==> config.mk <==
export PLATFORM = sky130hd
export DESIGN_NAME = soil_regbank
export DESIGN_NICKNAME = d
export VERILOG_FILES = /design/src/hw/soil_pkg.sv /design/src/hw/soil_rd_if.sv /design/src/hw/soil_word_mux.sv /design/src/hw/soil_regbank.sv
export SDC_FILE = /design/constraint.sdc
export NUM_CORES = 1
export LEC_CHECK = 0
export BUFFER_PORTS_ARGS = -buffer_cell sky130_fd_sc_hd__buf_2
export CORE_MARGIN = 3
export CORE_UTILIZATION = 40
export DETAILED_ROUTE_END_ITERATION = 10
export PLACE_DENSITY_LB_ADDON = 0.3
export SETUP_SLACK_MARGIN = 0.4
export SLEW_MARGIN = 20
export SYNTH_ARGS = -nofsm -noshare
export SYNTH_HDL_FRONTEND = slang
export SYNTH_SLANG_ARGS = --single-unit
==> constraint.sdc <==
create_clock -name clk -period 3.8 [get_ports clk]
set_input_delay 0.19 -clock clk [delete_from_list [all_inputs] [get_ports clk]]
set_output_delay 0.19 -clock clk [all_outputs]
set_load 0.02 [all_outputs]
==> src/hw/soil_pkg.sv <==
package soil_pkg;
    // ----------------------------------------------------------------
    // word geometry
    // ----------------------------------------------------------------
    localparam int unsigned WORD_W = 16;
    localparam logic [16:0] BANK_WORDS = 17'h00064;
    localparam logic [15:0] MAX_QUANTITY = 16'h007D;
    localparam logic [15:0] PLC_BASE_STEP = 16'h0001;

    // ----------------------------------------------------------------
    // register offsets, zero-based protocol addresses
    // ----------------------------------------------------------------
    localparam logic [15:0] OFS_PRODUCT_KIND_CODE = 16'h0000;
    localparam logic [15:0] OFS_MAP_REVISION = 16'h0001;
    localparam logic [15:0] OFS_FIRMWARE_REVISION = 16'h0002;
    localparam logic [15:0] OFS_PRODUCTION_YEAR = 16'h0003;
    localparam logic [15:0] OFS_UNIT_SERIAL = 16'h0004;
    localparam logic [15:0] OFS_BOARD_REVISION = 16'h0005;
    localparam logic [15:0] OFS_FACTORY_CAL_YEAR = 16'h0006;
    localparam logic [15:0] OFS_FACTORY_CAL_MONTH = 16'h0007;
    localparam logic [15:0] OFS_FACTORY_CAL_DAY = 16'h0008;
    localparam logic [15:0] OFS_CLEANLINESS_A = 16'h0014;
    localparam logic [15:0] OFS_LIGHT_LOSS_A = 16'h0015;
    localparam logic [15:0] OFS_CLEANLINESS_B = 16'h0018;
    localparam logic [15:0] OFS_LIGHT_LOSS_B = 16'h0019;
    localparam logic [15:0] OFS_LOCAL_CAL_READINESS = 16'h001A;
    localparam logic [15:0] OFS_LOCAL_CAL_COMPLETION = 16'h001B;
    localparam logic [15:0] OFS_INCLINE_LONG_AXIS = 16'h001C;
    localparam logic [15:0] OFS_INCLINE_SHORT_AXIS = 16'h001D;
    localparam logic [15:0] OFS_PANEL_HEAT_KELVIN = 16'h001F;
    localparam logic [15:0] OFS_SUPPLY_MILLIVOLTS = 16'h0020;
    localparam logic [15:0] OFS_RUN_STATE = 16'h0021;
    localparam logic [15:0] OFS_FAULT_WORD = 16'h0022;
    localparam logic [15:0] OFS_DUST_GAIN_BOTTOM = 16'h0024;

    // ----------------------------------------------------------------
    // value encodings
    // ----------------------------------------------------------------
    localparam logic [15:0] INVALID_MARK = 16'h270F;
    localparam logic [15:0] CLEAN_MIN = 16'h01F4;
    localparam logic [15:0] CLEAN_MAX = 16'h03F2;
    localparam logic signed [15:0] LOSS_MIN = 16'shFFF6;
    localparam logic signed [15:0] LOSS_MAX = 16'sh01F4;
    localparam logic [15:0] KELVIN_OFFSET = 16'h0AAC;
    localparam logic [15:0] RESERVED_READ = 16'h0000;

    typedef enum logic [1:0] {
        SOIL_MODE_NORMAL = 2'h1,
        SOIL_MODE_SERVICE = 2'h2,
        SOIL_MODE_CALIB = 2'h3
    } soil_mode_e;

    // ----------------------------------------------------------------
    // exception codes of the serial protocol
    // ----------------------------------------------------------------
    localparam logic [7:0] EXC_NONE = 8'h00;
    localparam logic [7:0] EXC_ILLEGAL_ADDRESS = 8'h02;
    localparam logic [7:0] EXC_ILLEGAL_VALUE = 8'h03;
    localparam logic [7:0] EXC_BUSY = 8'h06;
endpackage

==> src/hw/soil_rd_if.sv <==
`timescale 1ns/1ps
`default_nettype none
interface soil_rd_if;
    logic [15:0] addr;
    logic measOk;
    logic [15:0] data;
    modport client (output addr, output measOk, input data);
    modport server (input addr, input measOk, output data);
endinterface
`default_nettype wire

==> src/hw/soil_word_mux.sv <==
`timescale 1ns/1ps
`default_nettype none
module soil_word_mux #(
    parameter logic [15:0] PRODUCT_KIND = 16'h0ABC,
    parameter logic [15:0] MAP_REV = 16'h0011,
    parameter logic [15:0] FW_REV = 16'h0022,
    parameter logic [15:0] BOARD_REV = 16'h0003,
    parameter logic [15:0] PROD_YEAR = 16'h0000,
    parameter logic [15:0] UNIT_SERIAL = 16'h0000,
    parameter logic [15:0] CAL_YEAR = 16'h07D0,
    parameter logic [15:0] CAL_MONTH = 16'h0001,
    parameter logic [15:0] CAL_DAY = 16'h0001
) (
    soil_rd_if.server rd,
    input wire logic [15:0] cleanA,
    input wire logic [15:0] lossA,
    input wire logic [15:0] cleanB,
    input wire logic [15:0] lossB,
    input wire logic [15:0] calReady,
    input wire logic [15:0] calDone,
    input wire logic [15:0] tiltLong,
    input wire logic [15:0] tiltShort,
    input wire logic [15:0] panelKelvin,
    input wire logic [15:0] supplyMv,
    input wire logic [15:0] runState,
    input wire logic [15:0] faultWord,
    input wire logic [15:0] dustGain
);
    // out-of-range readings collapse to the invalid marker
    function automatic logic [15:0] cleanChk(input logic [15:0] v);
        return (v < soil_pkg::CLEAN_MIN || v > soil_pkg::CLEAN_MAX) ? soil_pkg::INVALID_MARK : v;
    endfunction

    function automatic logic [15:0] lossChk(input logic [15:0] v);
        return ($signed(v) < soil_pkg::LOSS_MIN || $signed(v) > soil_pkg::LOSS_MAX) ? soil_pkg::INVALID_MARK : v;
    endfunction

    // cleanliness, light loss, cal readiness and completion words only in normal and service levels
    function automatic logic [15:0] gate(input logic [15:0] v);
        return rd.measOk ? v : soil_pkg::INVALID_MARK;
    endfunction

    always_comb begin
        case (rd.addr)
            soil_pkg::OFS_PRODUCT_KIND_CODE: rd.data = PRODUCT_KIND;
            soil_pkg::OFS_MAP_REVISION: rd.data = MAP_REV;
            soil_pkg::OFS_FIRMWARE_REVISION: rd.data = FW_REV;
            soil_pkg::OFS_PRODUCTION_YEAR: rd.data = PROD_YEAR;
            soil_pkg::OFS_UNIT_SERIAL: rd.data = UNIT_SERIAL;
            soil_pkg::OFS_BOARD_REVISION: rd.data = BOARD_REV;
            soil_pkg::OFS_FACTORY_CAL_YEAR: rd.data = CAL_YEAR;
            soil_pkg::OFS_FACTORY_CAL_MONTH: rd.data = CAL_MONTH;
            soil_pkg::OFS_FACTORY_CAL_DAY: rd.data = CAL_DAY;
            soil_pkg::OFS_CLEANLINESS_A: rd.data = gate(cleanChk(cleanA));
            soil_pkg::OFS_LIGHT_LOSS_A: rd.data = gate(lossChk(lossA));
            soil_pkg::OFS_CLEANLINESS_B: rd.data = gate(cleanChk(cleanB));
            soil_pkg::OFS_LIGHT_LOSS_B: rd.data = gate(lossChk(lossB));
            soil_pkg::OFS_LOCAL_CAL_READINESS: rd.data = gate(calReady);
            soil_pkg::OFS_LOCAL_CAL_COMPLETION: rd.data = gate(calDone);
            soil_pkg::OFS_INCLINE_LONG_AXIS: rd.data = tiltLong;
            soil_pkg::OFS_INCLINE_SHORT_AXIS: rd.data = tiltShort;
            soil_pkg::OFS_PANEL_HEAT_KELVIN: rd.data = panelKelvin;
            soil_pkg::OFS_SUPPLY_MILLIVOLTS: rd.data = supplyMv;
            soil_pkg::OFS_RUN_STATE: rd.data = runState;
            soil_pkg::OFS_FAULT_WORD: rd.data = faultWord;
            soil_pkg::OFS_DUST_GAIN_BOTTOM: rd.data = dustGain;
            // reserved gaps and the internal area read as zero
            default: rd.data = soil_pkg::RESERVED_READ;
        endcase
    end
endmodule // soil_word_mux
`default_nettype wire

==> src/hw/soil_regbank.sv <==
// What this block does
// - every word sixteen bits, read only
// - bank spans addresses zero through ninety-nine
// - addresses zero based; plc numbering one higher
// - address zero gives fixed product kind
// - addresses one, two give fixed revisions
// - addresses three, four give year, serial
// - addresses six to eight give calibration date
// - reserved gaps carry no content, read zero
// - address twenty cleanliness a, else invalid
// - address twenty-one signed light loss a
// - addresses twenty-four, twenty-five for sensor b
// - calibration readiness and completion words
// - signed tilt words in tenth degrees
// - panel temperature in tenth kelvin
// - supply voltage in millivolts
// - run state codes one, two, three
// - fault word, zero means no fault
// - dust gain updated on calibration completion
// - cleanliness, loss, cal readiness, completion only in normal, service
// - write attempts ignored, nothing stored
`timescale 1ns/1ps
`default_nettype none
module soil_regbank #(
    parameter logic [15:0] PRODUCT_KIND = 16'h0ABC, // arbitrary value
    parameter logic [15:0] MAP_REV = 16'h0011, // arbitrary value
    parameter logic [15:0] FW_REV = 16'h0022, // arbitrary value
    parameter logic [15:0] BOARD_REV = 16'h0003, // arbitrary value
    parameter logic [15:0] PROD_YEAR = 16'h0000,
    parameter logic [15:0] UNIT_SERIAL = 16'h0000,
    parameter logic [15:0] CAL_YEAR = 16'h07D0,
    parameter logic [15:0] CAL_MONTH = 16'h0001,
    parameter logic [15:0] CAL_DAY = 16'h0001,
    parameter logic [15:0] FACTORY_DUST_GAIN = 16'h03E8
) (
    input wire logic clk,
    input wire logic rst,
    // read request from the frame decoder
    input wire logic reqValid,
    output logic reqReady,
    input wire logic [15:0] reqStart,
    input wire logic [15:0] reqCount,
    // answer words toward the frame encoder
    output logic rspValid,
    input wire logic rspReady,
    output logic [15:0] rspData,
    output logic [15:0] rspAddr,
    output logic rspLast,
    output logic rspExc,
    output logic [7:0] rspExcCode,
    // write attempts from the frame decoder
    input wire logic wrValid,
    input wire logic [15:0] wrAddr,
    input wire logic [15:0] wrData,
    output logic wrAck,
    // live values from the measurement logic
    input wire logic [1:0] opMode,
    input wire logic terminalMode,
    input wire logic [15:0] cleanA,
    input wire logic [15:0] lossA,
    input wire logic [15:0] cleanB,
    input wire logic [15:0] lossB,
    input wire logic [15:0] calReady,
    input wire logic [15:0] calDone,
    input wire logic [15:0] tiltLong,
    input wire logic [15:0] tiltShort,
    input wire logic [15:0] panelKelvin,
    input wire logic [15:0] supplyMv,
    input wire logic [15:0] faultWord,
    input wire logic calComplete,
    input wire logic [15:0] calGain
);
    // ----------------------------------------------------------------
    // sequencer state
    // ----------------------------------------------------------------
    typedef enum logic [3:0] {
        SOIL_IDLE = 4'h1,
        SOIL_LOAD = 4'h2,
        SOIL_SEND = 4'h4,
        SOIL_EXC = 4'h8
    } soil_state_e;

    soil_state_e state_q;
    soil_state_e state_d;
    logic [15:0] addr_q;
    logic [15:0] remain_q;
    logic [15:0] data_q;
    logic [15:0] rspAddr_q;
    logic last_q;
    logic [7:0] excCode_q;
    logic [15:0] dustGain_q;
    logic wrAck_q;
    logic [16:0] endAddr;
    logic [7:0] reqCheck;
    logic accept;
    logic measOk;
    logic [15:0] runState;

    soil_rd_if rdBus();

    // ----------------------------------------------------------------
    // request screening
    // ----------------------------------------------------------------
    assign accept = reqValid && reqReady;
    assign endAddr = {1'b0, reqStart} + {1'b0, reqCount};
    assign measOk = (opMode == soil_pkg::SOIL_MODE_NORMAL) || (opMode == soil_pkg::SOIL_MODE_SERVICE);
    assign runState = {14'h0000, opMode};

    // terminal mode serves nothing; quantity before address
    always_comb begin
        if (terminalMode) begin
            reqCheck = soil_pkg::EXC_BUSY;
        end else if (reqCount == 16'h0000 || reqCount > soil_pkg::MAX_QUANTITY) begin
            reqCheck = soil_pkg::EXC_ILLEGAL_VALUE;
        end else if (endAddr > soil_pkg::BANK_WORDS) begin
            reqCheck = soil_pkg::EXC_ILLEGAL_ADDRESS;
        end else begin
            reqCheck = soil_pkg::EXC_NONE;
        end
    end

    // ----------------------------------------------------------------
    // sequencer
    // ----------------------------------------------------------------
    always_comb begin
        state_d = state_q;
        case (state_q)
            SOIL_IDLE: begin
                if (accept) begin
                    state_d = (reqCheck == soil_pkg::EXC_NONE) ? SOIL_LOAD : SOIL_EXC;
                end
            end
            SOIL_LOAD: begin
                state_d = SOIL_SEND;
            end
            SOIL_SEND: begin
                if (rspReady) begin
                    state_d = last_q ? SOIL_IDLE : SOIL_LOAD;
                end
            end
            SOIL_EXC: begin
                if (rspReady) begin
                    state_d = SOIL_IDLE;
                end
            end
            default: begin
                state_d = SOIL_IDLE;
            end
        endcase
    end

    always_ff @(posedge clk) begin
        if (rst) begin
            state_q <= SOIL_IDLE;
        end else begin
            state_q <= state_d;
        end
    end

    // word pointer and count of words still owed
    always_ff @(posedge clk) begin
        if (rst) begin
            addr_q <= 16'h0000;
            remain_q <= 16'h0000;
        end else if (state_q == SOIL_IDLE && accept) begin
            addr_q <= reqStart;
            remain_q <= reqCount;
        end else if (state_q == SOIL_LOAD) begin
            addr_q <= addr_q + 16'h0001;
            remain_q <= remain_q - 16'h0001;
        end
    end

    // answer word is captured so it holds still while stalled
    always_ff @(posedge clk) begin
        if (rst) begin
            data_q <= 16'h0000;
            rspAddr_q <= 16'h0000;
            last_q <= 1'b0;
        end else if (state_q == SOIL_LOAD) begin
            data_q <= rdBus.data;
            rspAddr_q <= addr_q;
            last_q <= (remain_q == 16'h0001);
        end
    end

    always_ff @(posedge clk) begin
        if (rst) begin
            excCode_q <= soil_pkg::EXC_NONE;
        end else if (state_q == SOIL_IDLE && accept) begin
            excCode_q <= reqCheck;
        end
    end

    // ----------------------------------------------------------------
    // dust gain, the only word that changes on its own
    // ----------------------------------------------------------------
    always_ff @(posedge clk) begin
        if (rst) begin
            dustGain_q <= FACTORY_DUST_GAIN;
        end else if (calComplete) begin
            dustGain_q <= calGain;
        end
    end

    // ----------------------------------------------------------------
    // write attempts: acknowledged, never stored
    // ----------------------------------------------------------------
    always_ff @(posedge clk) begin
        if (rst) begin
            wrAck_q <= 1'b0;
        end else begin
            wrAck_q <= wrValid;
        end
    end

    // ----------------------------------------------------------------
    // word lookup
    // ----------------------------------------------------------------
    assign rdBus.addr = addr_q;
    assign rdBus.measOk = measOk;

    soil_word_mux #(
        .PRODUCT_KIND(PRODUCT_KIND),
        .MAP_REV(MAP_REV),
        .FW_REV(FW_REV),
        .BOARD_REV(BOARD_REV),
        .PROD_YEAR(PROD_YEAR),
        .UNIT_SERIAL(UNIT_SERIAL),
        .CAL_YEAR(CAL_YEAR),
        .CAL_MONTH(CAL_MONTH),
        .CAL_DAY(CAL_DAY)
    ) uMux (
        .rd(rdBus.server),
        .cleanA(cleanA),
        .lossA(lossA),
        .cleanB(cleanB),
        .lossB(lossB),
        .calReady(calReady),
        .calDone(calDone),
        .tiltLong(tiltLong),
        .tiltShort(tiltShort),
        .panelKelvin(panelKelvin),
        .supplyMv(supplyMv),
        .runState(runState),
        .faultWord(faultWord),
        .dustGain(dustGain_q)
    );

    // ----------------------------------------------------------------
    // outputs
    // ----------------------------------------------------------------
    assign reqReady = (state_q == SOIL_IDLE);
    assign rspValid = (state_q == SOIL_SEND) || (state_q == SOIL_EXC);
    assign rspData = data_q;
    assign rspAddr = rspAddr_q;
    assign rspLast = last_q || (state_q == SOIL_EXC);
    assign rspExc = (state_q == SOIL_EXC);
    assign rspExcCode = (state_q == SOIL_EXC) ? excCode_q : soil_pkg::EXC_NONE;
    assign wrAck = wrAck_q;

    function automatic logic rsp_busy_dummy();
        return 1'b0;
    endfunction
endmodule // soil_regbank
`default_nettype wire

==> impl_results.md <==
- CTS max path bufs: 2
- CP peak stage delay: 720 ps
- Number of I/O port buffers: 272
- R2r setup slk: 660 ps
- CTS Sinks: 89
- Leak: 3.684 nW
- Htree depth: 3
- GR Util All Layers: 28.28%
- Primary FF master, synth: dfxtp_1
- Power Dens Cells: 291.6 nW/um^2
- Period utilisation layout: 82.71%
- Area taken by multi-input logic gates: 4801 sq um
- Worst Hold Class: primary input to register
- Number of non-filler instances in the completed layout: 1,406
- Critical Path Slowest Stage Cell: or4_1
- Setup-failing EPs final: 0
- Routed length per instance: 20.37 microns
- Pre-Repair DR Iteration Count: 8
- Fin util: 52.22%
- MaxCap Viol Count: 0
- Clock Latency Late Sink: 360 ps
- Drt initial violations: 799
- Crit path required time: 4060 ps
- Hold-fix buffers, CTS: 0
- Commonest cells in the synthesized netlist: nand2_1, dfxtp_1, nor2_1, a21oi_1, o21ai_0
- Peak supply drop: 0.0002158 V
- Net Switching: 0.0008539 W
- Top-count cell post-synth: nand2_1
- Initial antenna violation count: 2
- P_int: 0.001698 W
- Flops & latches, synth: 89
- CTS root buffer: clkbuf_16
- Vias per cell: 6.146
- CP Class: register to register
- Register area: 1782 sq um
- Chip height: 137.3 microns
- Horiz. Die Dim: 137.3 microns
- Seq pwr share: 39.5%
- Core ar.: 16,760 sq um
- Congestion Overflow GR: 0
- CP endpoint kind: register
- Delay-heaviest family, CP: simple AND/OR/NAND/NOR gates
- Crit path buffers/inverters: 0
- Post-synth EDFFs: 0
- Final nets: 1,467
- Starting density of the core: 41.16%
- Die area: 18,860 sq um
- Clock share of power: 34.9%
- Syn-to-layout area delta: 26.86%
- Largest net degree at the start of global routing: 79
- Net Sw Frac: 33.46%
- Vias: 8,641
- Post-synth cell types: 70
- Post-Synthesis Cells: 938
- Slew HR: 32.12%
- Part of the power in combinational logic: 25.6%
- Top post-synthesis cells by area: dfxtp_1, nand2_1, a21oi_1
- I/O Pins: 310
- CTS tree: built
- Fin Setup TNS: 0 ps
- Post-route ant nets: 0
- Syn_area_per_cell: 7.355 sq um
- First-pass GRT wire length: 41,410 microns
- FILL cells: 1,670
- Routed WL: 28,630 microns
- Worst path cell trace: or4_1 -> or3_4 -> or3_1 -> o22ai_1 -> a221oi_1 -> a2111oi_2
- Synth area leader: dfxtp_1
- Clk slew on worst S/H paths: 70 ps
- Layout cells sized above 1: 28.72%
- Outcome: completed
- # rows: 47
- CTS buffer count: 9
- Cell Area, Synth: 6899 sq um
- RSZ-0062 raised after global routing: no
- RD Place Congestion: 0.9437
- Tmin final: 3143 ps
- Max-slew violations: 0
- Top-area cell type share of the netlist area: 25.83%
- Placed Cells incl. Taps: 1,388
- Worst Max-Slew Pin Slew: 1017 ps
- Startpoint Class: register
- CP max FO: 15
- Post-synthesis sequential area ratio: 25.83%
- Remaining DRCs: 0
- Post-synth ARST share: 0%
- Yosys Warn Count: 0
- Maximum clock rate: 0.3182 GHz
- Via count of the first global-routing pass: 7,738
- Worst EP arrival: 3400 ps
- Clock Skews: 14.80 ps
- Post-DP HPWL: 22,650 microns
- Fin. Hold Viols: 0
- WHS: 36.80 ps
## sequential cells by signal, indices dropped and copies added (netlist names)
signal / count
addr_q: 16
dustGain_q: 16
excCode_q: 3
last_q: 1
remain_q: 16
rspAddr: 16
rspData: 16
state_q: 4
wrAck: 1
## repair_timing
item	in CTS	in global routing
endpoints found under the setup margin	0	13
setup buffers	0	0
gates resized for setup	0	2
## power groups by stage
stage	sequential, W	combinational (W)	clock, W
floorplan	0.00102	0.000389	0
global placement	0.00103	0.000631	0
detailed placement	0.00103	0.000637	0
CTS	0.00101	0.000640	0.000905
global route	0.00101	0.000718	0.000942
finish	0.00101	0.000653	0.000891
## cell families (layout without fill, tap and decap cells)
group,Yosys count,count (layout),share of synthesized area (%)
AND/OR/NAND/NOR,399,399,29.07
AO/OA/AOI/OAI,318,318,32.50
flip-flops,89,89,25.83
buffers and inverters,87,329,5.332
adder cells (fa/ha/maj),23,23,4.280
multiplexers,15,15,2.176
XOR/XNOR,6,6,0.7617
other,1,7,0.05435
## placed cells by master, fill, tap and decap left out, types with 6 or more instances in the layout
cell type	count
a211o_1	8
a211oi_1	17
a21o_1	10
a21oi_1	76
a221oi_1	13
a222oi_1	18
a22oi_1	41
a2bb2oi_1	7
a31oi_1	11
and2_1	8
and3_1	18
buf_2	272
buf_4	21
clkbuf_16	9
dfxtp_1	89
ha_1	22
inv_1	20
mux2i_1	15
nand2_1	114
nand2b_1	10
nand3_1	32
nand4_1	20
nor2_1	82
nor2b_1	10
nor3_1	30
nor3_2	6
nor4_1	22
o2111ai_1	7
o211ai_1	7
o21ai_0	47
or3_1	10
## layer usage
layer	up-vias	part of all wire [%]	track usage (%)
met4	2	3.6	12.14
met3	74	9.9	6.939
met2	452	49	47.85
met5	-	0.028	0
li1	4092	-	-
met1	4021	38	34.10
## per-stage QoR
step | setup WS [ps] | total power (W) | instance area [sq um]
floorplan | 1068 | 0.001406 | 6914
global placement | 577.5 | 0.001658 | 8442
detailed placement | 543.4 | 0.001665 | 8442
CTS | 508.1 | 0.002552 | 8737
global route | 531.1 | 0.002673 | 8750
finish | 656.9 | 0.002552 | 8752
## cell type report
type,count,area share (%)
clock buffer,9,2.573
tap,220,3.145
sequential,89,20.36
multi-input combinational,766,54.85
clock inverter,7,0.8006
antenna,2,0.05718
timing repair buffer,293,17.36
inverter,20,0.8578
## path summary, 6_finish.rpt
path	start	endpoint	cells past startpoint
setup / recovery	addr_q[8]$_SDFFE_PP0P_	rspData[13]$_SDFFE_PP0P_	6
hold / removal	calGain[5]	dustGain_q[5]$_SDFFE_PP1P_	2
setup reg to reg	addr_q[8]$_SDFFE_PP0P_	rspData[13]$_SDFFE_PP0P_	6
hold reg to reg	rspAddr[2]$_SDFFE_PP0P_	rspAddr[2]$_SDFFE_PP0P_	2
(Power assumes the default switching activity.)
